**src/pfr_consts.svh**
```systemverilog
/*
  register offsets, field positions, reset values, pin and pwm counts and bus responses of the pin-function remap block.
  assumes inclusion by bare name from package and modules.
*/
`ifndef PFR_CONSTS_SVH
`define PFR_CONSTS_SVH

`define PFR_OFS_BOOT_CFG0    12'h000
`define PFR_OFS_AUX_CTRL1    12'h004
`define PFR_OFS_TWOWIRE_CTRL 12'h008
`define PFR_OFS_CONV_CTRL1   12'h00C
`define PFR_OFS_PWM_SEL      12'h010
`define PFR_OFS_CLK_CTRL     12'h014
`define PFR_OFS_PINT_EN      12'h018
`define PFR_OFS_PIN_STATUS   12'h01C

`define PFR_BIT_RST_DIS      2
`define PFR_BIT_UART_SWAP    2
`define PFR_BIT_TW_REMAP     0
`define PFR_BIT_TRIG_REMAP   6
`define PFR_BIT_EXT_CLK      0

`define PFR_RST_BOOT_CFG0    8'hFF
`define PFR_RST_BYTE         8'h00

`define PFR_NPINS            18
`define PFR_NPWM             6

`define PFR_RESP_OKAY        2'h0
`define PFR_RESP_SLVERR      2'h2
`endif

```
**src/pfr_pkg.sv**
```systemverilog
/*
  types of the pin-function remap block.
  assumes pfr_consts.svh is on the include path.
*/
`include "pfr_consts.svh"
package pfr_pkg;
  // per-pin drive towards the pad
  typedef struct packed {
    logic [`PFR_NPINS-1:0] out;
    logic [`PFR_NPINS-1:0] oe;
  } pfr_pad_drv_t;

  // peripheral-side functions routed onto pads
  typedef struct packed {
    logic                 uart0_txd;
    logic                 twowire_scl_o;
    logic                 twowire_scl_oe;
    logic                 twowire_sda_o;
    logic                 twowire_sda_oe;
    logic [`PFR_NPWM-1:0] pwm;
  } pfr_periph_out_t;

  // functions recovered from pads
  typedef struct packed {
    logic uart0_rxd;
    logic twowire_scl_i;
    logic twowire_sda_i;
    logic conv_ext_trigger;
    logic ext_clock_in;
    logic port2_bit0;
    logic port3_bit0;
    logic device_reset_n;
  } pfr_periph_in_t;

  typedef enum logic [2:0] {
    PFR_ST_IDLE = 3'b001,
    PFR_ST_WRSP = 3'b010,
    PFR_ST_RRSP = 3'b100
  } pfr_bus_st_t;
endpackage

```
**src/pfr_sync.sv**
```systemverilog
/*
  two-flop synchroniser bank for pad inputs.
  assumes a single clock aclk and synchronous active-low reset.
*/
`timescale 1ns/10ps
module pfr_sync #(
  parameter int WIDTH = 1,
  parameter logic [WIDTH-1:0] INIT = '0
) (
  // clock and reset
  input  wire logic             aclk,
  input  wire logic             aresetn,
  // data
  input  wire logic [WIDTH-1:0] d,
  output logic      [WIDTH-1:0] q
);
  logic [WIDTH-1:0] meta_r;

  // first stage feeds only the second
  always_ff @(posedge aclk) begin
    if (!aresetn) begin
      meta_r <= INIT;
      q      <= INIT;
    end else begin
      meta_r <= d;
      q      <= meta_r;
    end
  end
endmodule // pfr_sync

```
**src/pfr_remap.sv**
```systemverilog
/*
  pin-function remap block: axi4-lite control registers steering pad routing.
  assumes pads are resolved outside from out/oe; pad inputs are asynchronous.
  pad index map: 0 P0.6, 1 P0.7, 2 P1.3, 3 P1.4, 4 P0.2, 5 P1.6, 6 P0.4,
  7 port2_bit0/reset, 8 port3_bit0/osc-in, 9..14 pwm-capable pads for channels 0..5, rest gpio.
*/
// Added by the designer: the AXI4-Lite register port and the register offsets.
`timescale 1ns/10ps
`include "pfr_consts.svh"
module pfr_remap #(
  parameter int NPINS = `PFR_NPINS,
  parameter int NPWM  = `PFR_NPWM
) (
  // clock and reset
  input  wire logic                    aclk,
  input  wire logic                    aresetn,
  // axi4-lite write address and data
  input  wire logic [11:0]             s_axi_awaddr,
  input  wire logic                    s_axi_awvalid,
  output logic                         s_axi_awready,
  input  wire logic [31:0]             s_axi_wdata,
  input  wire logic [3:0]              s_axi_wstrb,
  input  wire logic                    s_axi_wvalid,
  output logic                         s_axi_wready,
  // axi4-lite write response
  output logic [1:0]                   s_axi_bresp,
  output logic                         s_axi_bvalid,
  input  wire logic                    s_axi_bready,
  // axi4-lite read
  input  wire logic [11:0]             s_axi_araddr,
  input  wire logic                    s_axi_arvalid,
  output logic                         s_axi_arready,
  output logic [31:0]                  s_axi_rdata,
  output logic [1:0]                   s_axi_rresp,
  output logic                         s_axi_rvalid,
  input  wire logic                    s_axi_rready,
  // pads
  input  wire logic [NPINS-1:0]        pad_in,
  output logic [NPINS-1:0]             pad_out,
  output logic [NPINS-1:0]             pad_oe,
  output logic                         pad_rst_pullup,
  // gpio side
  input  wire logic [NPINS-1:0]        gpio_out,
  input  wire logic [NPINS-1:0]        gpio_oe,
  output logic [NPINS-1:0]             gpio_in,
  // peripherals
  input  wire pfr_pkg::pfr_periph_out_t periph_out,
  output pfr_pkg::pfr_periph_in_t      periph_in,
  output logic [NPINS-1:0]             pin_int_src
);
  localparam int P_TXD = 0, P_RXD = 1, P_SCL = 2, P_SDA = 3, P_ASCL = 4, P_ASDA = 5;
  localparam int P_TRIG = 6, P_RST = 7, P_OSC = 8, P_PWM0 = 9;

  // registers
  logic [7:0]       boot_cfg0_r, aux_ctrl1_r, twowire_ctrl_r, conv_ctrl1_r, clk_ctrl_r;
  logic [NPWM-1:0]  pwm_sel_r;
  logic [NPINS-1:0] pint_en_r;
  pfr_pkg::pfr_bus_st_t st_r, st_nxt;
  logic             aw_got_r, w_got_r;
  logic [11:0]      awaddr_r;
  logic [31:0]      wdata_r;
  logic [3:0]       wstrb_r;
  logic [NPINS-1:0] pin_s;

  // pad inputs through two flops; reset pad idles high
  pfr_sync #(.WIDTH(NPINS), .INIT({NPINS{1'b1}})) u_sync (
    .aclk    (aclk),
    .aresetn (aresetn),
    .d       (pad_in),
    .q       (pin_s)
  );

  function automatic logic [7:0] pfr_merge(input logic [7:0] old, input logic [31:0] d, input logic [3:0] s);
    pfr_merge = s[0] ? d[7:0] : old;
  endfunction

  // decode of control bits
  wire rst_pin_en  = boot_cfg0_r[`PFR_BIT_RST_DIS];
  wire uart_swap   = aux_ctrl1_r[`PFR_BIT_UART_SWAP];
  wire tw_remap    = twowire_ctrl_r[`PFR_BIT_TW_REMAP];
  wire trig_remap  = conv_ctrl1_r[`PFR_BIT_TRIG_REMAP];
  wire ext_clk     = clk_ctrl_r[`PFR_BIT_EXT_CLK];
  wire tx_pin      = uart_swap ? P_RXD[0] : P_TXD[0];   // index low bit selects pad 0/1
  wire scl_pin_sel = tw_remap;

  // bus handshake
  wire aw_hs    = s_axi_awvalid && !aw_got_r && st_r == pfr_pkg::PFR_ST_IDLE;
  wire w_hs     = s_axi_wvalid && !w_got_r && st_r == pfr_pkg::PFR_ST_IDLE;
  wire aw_have  = aw_got_r || aw_hs;
  wire w_have   = w_got_r || w_hs;
  wire wr_go    = aw_have && w_have && st_r == pfr_pkg::PFR_ST_IDLE;
  wire rd_go    = s_axi_arvalid && st_r == pfr_pkg::PFR_ST_IDLE && !wr_go && !aw_got_r && !w_got_r;
  wire [11:0] wa = aw_got_r ? awaddr_r : s_axi_awaddr;
  wire [31:0] wd = w_got_r ? wdata_r : s_axi_wdata;
  wire [3:0]  ws = w_got_r ? wstrb_r : s_axi_wstrb;
  wire wr_hit   = wa == `PFR_OFS_BOOT_CFG0 || wa == `PFR_OFS_AUX_CTRL1 || wa == `PFR_OFS_TWOWIRE_CTRL ||
                  wa == `PFR_OFS_CONV_CTRL1 || wa == `PFR_OFS_PWM_SEL || wa == `PFR_OFS_CLK_CTRL ||
                  wa == `PFR_OFS_PINT_EN;
  logic [31:0] rd_val;
  logic        rd_hit;

  // read mux; status shows synchronised pad levels
  always_comb begin
    rd_hit = 1'b1;
    unique case (s_axi_araddr)
      `PFR_OFS_BOOT_CFG0:    rd_val = {24'h000000, boot_cfg0_r};
      `PFR_OFS_AUX_CTRL1:    rd_val = {24'h000000, aux_ctrl1_r};
      `PFR_OFS_TWOWIRE_CTRL: rd_val = {24'h000000, twowire_ctrl_r};
      `PFR_OFS_CONV_CTRL1:   rd_val = {24'h000000, conv_ctrl1_r};
      `PFR_OFS_PWM_SEL:      rd_val = {{(32-NPWM){1'b0}}, pwm_sel_r};
      `PFR_OFS_CLK_CTRL:     rd_val = {24'h000000, clk_ctrl_r};
      `PFR_OFS_PINT_EN:      rd_val = {{(32-NPINS){1'b0}}, pint_en_r};
      `PFR_OFS_PIN_STATUS:   rd_val = {{(32-NPINS){1'b0}}, pin_s};
      default: begin
        rd_val = 32'h00000000;
        rd_hit = 1'b0;
      end
    endcase
  end

  // bus state
  always_comb begin
    st_nxt = st_r;
    unique case (st_r)
      pfr_pkg::PFR_ST_IDLE: if (wr_go) st_nxt = pfr_pkg::PFR_ST_WRSP;
                            else if (rd_go) st_nxt = pfr_pkg::PFR_ST_RRSP;
      pfr_pkg::PFR_ST_WRSP: if (s_axi_bready) st_nxt = pfr_pkg::PFR_ST_IDLE;
      pfr_pkg::PFR_ST_RRSP: if (s_axi_rready) st_nxt = pfr_pkg::PFR_ST_IDLE;
      default:              st_nxt = pfr_pkg::PFR_ST_IDLE;
    endcase
  end

  // handshake and response flops
  always_ff @(posedge aclk) begin
    if (!aresetn) begin
      st_r <= pfr_pkg::PFR_ST_IDLE;
      aw_got_r <= 1'b0;
      w_got_r <= 1'b0;
      awaddr_r <= 12'h000;
      wdata_r <= 32'h00000000;
      wstrb_r <= 4'h0;
      s_axi_bvalid <= 1'b0;
      s_axi_bresp <= `PFR_RESP_OKAY;
      s_axi_rvalid <= 1'b0;
      s_axi_rdata <= 32'h00000000;
      s_axi_rresp <= `PFR_RESP_OKAY;
    end else begin
      st_r <= st_nxt;
      if (aw_hs) awaddr_r <= s_axi_awaddr;
      if (w_hs) begin
        wdata_r <= s_axi_wdata;
        wstrb_r <= s_axi_wstrb;
      end
      aw_got_r <= wr_go ? 1'b0 : aw_have;
      w_got_r <= wr_go ? 1'b0 : w_have;
      if (wr_go) begin
        s_axi_bvalid <= 1'b1;
        s_axi_bresp <= wr_hit ? `PFR_RESP_OKAY : `PFR_RESP_SLVERR;
      end else if (s_axi_bready) s_axi_bvalid <= 1'b0;
      if (rd_go) begin
        s_axi_rvalid <= 1'b1;
        s_axi_rdata <= rd_val;
        s_axi_rresp <= rd_hit ? `PFR_RESP_OKAY : `PFR_RESP_SLVERR;
      end else if (s_axi_rready) s_axi_rvalid <= 1'b0;
    end
  end

  // ready flags are flops loaded from the handshake strobes, so they rise one edge after acceptance
  always_ff @(posedge aclk) begin
    if (!aresetn) begin
      s_axi_awready <= 1'b0;
      s_axi_wready <= 1'b0;
      s_axi_arready <= 1'b0;
    end else begin
      s_axi_awready <= aw_hs;
      s_axi_wready <= w_hs;
      s_axi_arready <= rd_go;
    end
  end

  // control registers, low byte lane only; pin interrupt enables take write data bits 17:0 regardless of strobes
  always_ff @(posedge aclk) begin
    if (!aresetn) begin
      boot_cfg0_r <= `PFR_RST_BOOT_CFG0;
      aux_ctrl1_r <= `PFR_RST_BYTE;
      twowire_ctrl_r <= `PFR_RST_BYTE;
      conv_ctrl1_r <= `PFR_RST_BYTE;
      clk_ctrl_r <= `PFR_RST_BYTE;
      pwm_sel_r <= '0;
      pint_en_r <= '0;
    end else if (wr_go) begin
      if (wa == `PFR_OFS_BOOT_CFG0) boot_cfg0_r <= pfr_merge(boot_cfg0_r, wd, ws);
      if (wa == `PFR_OFS_AUX_CTRL1) aux_ctrl1_r <= pfr_merge(aux_ctrl1_r, wd, ws);
      if (wa == `PFR_OFS_TWOWIRE_CTRL) twowire_ctrl_r <= pfr_merge(twowire_ctrl_r, wd, ws);
      if (wa == `PFR_OFS_CONV_CTRL1) conv_ctrl1_r <= pfr_merge(conv_ctrl1_r, wd, ws);
      if (wa == `PFR_OFS_CLK_CTRL) clk_ctrl_r <= pfr_merge(clk_ctrl_r, wd, ws);
      if (wa == `PFR_OFS_PWM_SEL && ws[0]) pwm_sel_r <= wd[NPWM-1:0];
      if (wa == `PFR_OFS_PINT_EN) pint_en_r <= wd[NPINS-1:0];
    end
  end

  // pad output routing; applied the edge after the control write
  logic [NPINS-1:0] drv_o, drv_e;
  always_comb begin
    drv_o = gpio_out;
    drv_e = gpio_oe;
    drv_o[P_TXD] = 1'b0;
    drv_e[P_TXD] = 1'b0;
    drv_o[P_RXD] = 1'b0;
    drv_e[P_RXD] = 1'b0;
    drv_o[tx_pin ? P_RXD : P_TXD] = periph_out.uart0_txd;
    drv_e[tx_pin ? P_RXD : P_TXD] = 1'b1;
    drv_o[scl_pin_sel ? P_ASCL : P_SCL] = periph_out.twowire_scl_o;
    drv_e[scl_pin_sel ? P_ASCL : P_SCL] = periph_out.twowire_scl_oe;
    drv_o[scl_pin_sel ? P_ASDA : P_SDA] = periph_out.twowire_sda_o;
    drv_e[scl_pin_sel ? P_ASDA : P_SDA] = periph_out.twowire_sda_oe;
    drv_o[P_RST] = 1'b0;                                                 // input-only
    drv_e[P_RST] = 1'b0;
    if (ext_clk) begin
      drv_o[P_OSC] = 1'b0;
      drv_e[P_OSC] = 1'b0;
    end
    for (int i = 0; i < NPWM; i++) begin
      if (pwm_sel_r[i]) begin
        drv_o[P_PWM0 + i] = periph_out.pwm[i];
        drv_e[P_PWM0 + i] = 1'b1;
      end
    end
  end

  // registered pad and peripheral-input outputs
  always_ff @(posedge aclk) begin
    if (!aresetn) begin
      pad_out <= '0;
      pad_oe <= '0;
      pad_rst_pullup <= 1'b1;
      gpio_in <= '0;
      pin_int_src <= '0;
      periph_in <= '1;
    end else begin
      pad_out <= drv_o;
      pad_oe <= drv_e;
      pad_rst_pullup <= rst_pin_en;
      gpio_in <= pin_s;
      pin_int_src <= pin_s & pint_en_r;
      periph_in.uart0_rxd <= uart_swap ? pin_s[P_TXD] : pin_s[P_RXD];
      periph_in.twowire_scl_i <= tw_remap ? pin_s[P_ASCL] : pin_s[P_SCL];
      periph_in.twowire_sda_i <= tw_remap ? pin_s[P_ASDA] : pin_s[P_SDA];
      periph_in.conv_ext_trigger <= trig_remap ? pin_s[P_SCL] : pin_s[P_TRIG];
      periph_in.ext_clock_in <= ext_clk ? pin_s[P_OSC] : 1'b0;
      periph_in.port3_bit0 <= ext_clk ? 1'b0 : pin_s[P_OSC];
      periph_in.port2_bit0 <= rst_pin_en ? 1'b0 : pin_s[P_RST];
      periph_in.device_reset_n <= rst_pin_en ? pin_s[P_RST] : 1'b1;
    end
  end
endmodule // pfr_remap

```
**config.mk**
```make
export PLATFORM = sky130hd
export DESIGN_NAME = pfr_remap
export DESIGN_NICKNAME = d
export VERILOG_FILES = /design/src/pfr_pkg.sv /design/src/pfr_sync.sv /design/src/pfr_remap.sv
export VERILOG_INCLUDE_DIRS = /design/src
export SDC_FILE = /design/constraint.sdc
export NUM_CORES = 1
export LEC_CHECK = 0
export BUFFER_PORTS_ARGS = -buffer_cell sky130_fd_sc_hd__buf_2
export CORE_ASPECT_RATIO = 1.5
export CORE_MARGIN = 2
export CORE_UTILIZATION = 40
export DETAILED_ROUTE_END_ITERATION = 8
export HOLD_SLACK_MARGIN = 0.15
export MAX_ROUTING_LAYER = met4
export PLACE_DENSITY = 0.7
export SYNTH_ARGS = -nofsm -noshare
export SYNTH_HDL_FRONTEND = slang
export SYNTH_SLANG_ARGS = --single-unit
```
**constraint.sdc**
```tcl
create_clock -name aclk -period 2 [get_ports aclk]
set_clock_uncertainty 0.15 [all_clocks]
set_input_delay 0.4 -clock aclk [delete_from_list [all_inputs] [get_ports aclk]]
set_output_delay 0.4 -clock aclk [all_outputs]
set_load 0.01 [all_outputs]
```
==> metrics.log <==
INFO  metric outcome = complete, no violations
INFO  metric drt_first_iter_violations = ~460
INFO  metric highest_net_fanout_along_the_worst_path = 7
INFO  metric yosys.area_share.simple = 0.196
INFO  metric io_buffers = about 210
INFO  metric worst_path_max_delay_cell = sky130_fd_sc_hd__or3b_4
INFO  metric finish.net_count = 1382
INFO  metric synth_area = 9000 sq um
INFO  metric leakage_power_total = 0.00582 uW
INFO  metric clk_root_buffer_cell = sky130_fd_sc_hd__clkbuf_16
INFO  metric core = 22200 sq um
INFO  metric crit_path_end_kind = register
INFO  metric grt_pass1_wl = between 30000 and 40000 um
INFO  metric dp_hpwl = around 17000 um
INFO  metric drive_above_1_share = 0.298
INFO  metric die_boundary_width = 126 um
INFO  metric vias_per_cell = 4.96
INFO  metric boundaryPins = 254
INFO  metric power_density = 905 nW/um^2
INFO  metric drc = 0
INFO  metric initial_drt_pass_iterations = 5
INFO  metric gp_congestion = 0.870
INFO  metric ys_ff_latch = between 200 and 250
INFO  metric htree_levels = 1
INFO  metric ys_seq_area_frac = 0.534
INFO  metric number_of_antenna_violations_at_the_first_check_in_global_routing = 0
INFO  metric floorplan.initialDensity = 0.405
INFO  metric muxShareOfSynthArea = 0.153
INFO  metric setup_viol_count_final = 0
INFO  metric cts_inserted_buffers = 23
INFO  metric placed_area = 10700 sq um
INFO  metric max_slew_margin = 0.547
INFO  metric number_of_hold_violations_in_the_final_report = 0
INFO  metric critical_path.startpoint_type = register
INFO  metric hold_path_class = input port to register
INFO  metric yosys.area_share.adder = 0
INFO  metric p_int = 8520 uW
INFO  metric synth_edf_count = 0
INFO  metric synth_top_family_by_area = simple AND/OR/NAND/NOR gates
INFO  metric final_antenna_net_count = 0
INFO  metric post_synth_inst_count = 900
INFO  metric switchingPower = between 2000 and 3000 uW
INFO  metric clk_transition_reported_paths = approximately 0.07 ns
INFO  metric cp.arrival = around 2.2 ns
INFO  metric critical_path.top_delay_family = simple AND/OR/NAND/NOR gates
INFO  metric cp_cell_sequence = or3b_4 > nor3_4 > nor3b_4 > nand2_4 > buf_12 > mux2i_1
INFO  metric dp.cells = between 1000 and 1500
INFO  metric tritoncts_num_sinks = 240
INFO  metric total_global_routing_track_utilization = 0.208
INFO  metric pwr-share-seq = 0.447
INFO  metric synth_area_per_cell = 10.0 sq um
INFO  metric max_buffers_root_to_sink = 3
INFO  metric top_layer_used = met4
INFO  metric max_cap_viol_count = 0
INFO  metric insertion_delay = between 0.5 and 0.6 ns
INFO  metric final.min_clock_period = just under 2 ns
INFO  metric post-synth-top-count-cell = sky130_fd_sc_hd__dfxtp_1
INFO  metric clock_tree_from_tritoncts = done
INFO  metric rsz0062_at_grt = yes
INFO  metric number_of_placement_rows = 67
INFO  metric cp.buffers_inverters = 1
INFO  metric detailroute.via_count = 7647
INFO  metric max-vdd-ir-drop = between 600 and 700 uV
INFO  metric synth_top_area_frac = 0.534
INFO  metric yosysWarningCount = 0
INFO  metric finish.cell_count_without_fillers = approximately 1500
INFO  metric clkPwrFrac = 0.394
INFO  metric timing_worst_setup_path_type = register to register
INFO  metric postLayoutCellArea = 12700 sq um
INFO  metric synthToLayoutAreaGrowth = 41.0%
INFO  metric grt_start_max_net_pins = between 80 and 90
INFO  metric chipHeight = roughly 190 um
INFO  metric max_freq = just over 500 MHz
INFO  metric async_reset_ff_frac = 0
INFO  metric wl_met2 = 13100 um
INFO  metric route.layer.met1.wl = around 9000 um
INFO  metric gr-total-overflow = 0
INFO  metric final_max_slew_viol_count = 0
INFO  metric fp.dieArea = between 20000 and 25000 sq um
INFO  metric post-route-period-util = 0.979
INFO  metric dr_wl_met3 = approximately 1400 um
INFO  metric yosys-top-cells-area = sky130_fd_sc_hd__dfxtp_1, sky130_fd_sc_hd__mux2i_1, sky130_fd_sc_hd__nand2_1, sky130_fd_sc_hd__a21oi_1, sky130_fd_sc_hd__nor2_1
INFO  metric share_comb_of_total_power = 0.158
INFO  metric fraction_of_the_mapped_netlist_area_in_compound_gates = 0.0754
INFO  metric worst_path_largest_cell_delay = a little over 0.4 ns
INFO  metric total_wire_length_after_detailed_routing = 24800 um
INFO  metric worst_slew_pin_slew = ~0.68 ns
INFO  metric synth.distinct_cells = 52
INFO  metric insertedDiodeCount = 0
INFO  metric xor_and_xnor_fraction_of_the_mapped_netlist_area = 0
INFO  metric required = roughly 2.3 ns
INFO  metric sw_frac_of_total = 0.258
INFO  metric detail_route.wl_per_cell = between 15 and 20 um
INFO  metric synth_flop_cell = sky130_fd_sc_hd__dfxtp_1
INFO  metric first_global_vias = just under 8000
INFO  metric post-synth-top-area-cell = sky130_fd_sc_hd__dfxtp_1
INFO  metric synth.top_cells.by_count = sky130_fd_sc_hd__dfxtp_1, sky130_fd_sc_hd__nand2_1, sky130_fd_sc_hd__mux2i_1, sky130_fd_sc_hd__nor2_1, sky130_fd_sc_hd__a21oi_1
-- registers in the layout, indices dropped and copies added (netlist names), 18 cells and up --
| register | count |
|---|---|
| u_sync.meta_r | 18 |
| gpio_in | 18 |
| wdata_r | 18 |
| pint_en_r | 18 |
| u_sync.q | 18 |
| s_axi_rdata | 18 |
| pin_int_src | 18 |
-- worst min-delay path: stages --
cell and delay, ns:
sky130_fd_sc_hd__buf_4 0.14, sky130_fd_sc_hd__clkinv_2 0.18, sky130_fd_sc_hd__nor2_1 0.07
-- layout by cell type, fill, tap and decap left out, drive strengths merged, types with 3 or more instances in the layout --
master	netlist	routed
a211oi	11	11
inv	7	9
buf	35	277
mux2	14	14
conb	1	18
o22ai	7	7
a22o	10	10
nand2b	41	41
nand4	3	3
dlygate4sd3	0	98
a21oi	58	58
mux2i	106	106
nand3	4	4
clkbuf	32	26
nor2	78	78
nor4	4	4
clkinv	0	8
nor3	22	22
and3	21	21
mux4	7	7
nor3b	8	8
and2	35	35
o21ai	17	17
dfxtp	240	240
nor2b	4	4
bufinv	0	3
nand2	115	115
-- path summary, 6_finish.rpt --
path	cells after the start	from	slack (ns)	end
worst max-delay path	6	st_r[2]$_SDFFE_PN0P_	0.04	boot_cfg0_r[5]$_SDFFE_PN1P_
worst min-delay path	3	aresetn	0.17	pad_out[13]$_SDFF_PN0_
worst max register to register	6	st_r[2]$_SDFFE_PN0P_	0.04	boot_cfg0_r[5]$_SDFFE_PN1P_
worst min register to register	1	u_sync.meta_r[0]$_SDFF_PN1_	0.26	u_sync.q[0]$_SDFF_PN1_
-- layout make-up --
type	count	area [sq um]
inverter	7	27.5
tap	276	345
clock inverter	15	185
timing repair buffer	375	2690
fill	1885	9530
multi-input combinational	603	4020
sequential	240	4810
clock buffer	26	607
-- what timing repair did --
item,4_1_cts,5_1_grt
buffers inserted,0,5
hold endpoints to repair,98,0
resized for setup,3,32
hold buffers,98,0
setup endpoints to repair,54,80
pin swaps,1,10
-- cells by family after synthesis --
logic type,after synthesis
simple gates,346
flops,240
mux,127
compound gates,112
buf+inv,74
other cells,1
-- layer usage --
metal | global-route usage | vias up
met4 | 0.0904 | 0
met5 | - | -
met1 | 0.224 | 3595
met3 | 0.0311 | 61
li1 | - | 3737
met2 | 0.376 | 254
-- power by group through the flow --
stage,Sequential [uW],Clock (uW),Combinational (uW)
after floorplan,5240,0,919
after CTS,5120,4630,1730
after detailed placement,5230,0,1570
final,5130,4530,1820
after global routing,5150,4820,1980
after global placement,5220,0,1540
-- per-stage QoR --
stage	power [uW]	setup WS [ns]	hold WS, ns	utilization	TNS [ns]
6_report	11500	0.0411	0.173	0.571	0
4_1_cts	11500	0.00299	0.157	0.564	0
5_1_grt	12000	-0.0670	0.173	0.571	-0.961
2_1_floorplan	6160	0.00400	0.235	-	0
3_5_place_dp	6800	-0.218	0.242	0.483	-7.80
3_3_place_gp	6760	-0.226	0.240	0.483	-4.75
Note: power is estimated with default switching activity, not from simulation.
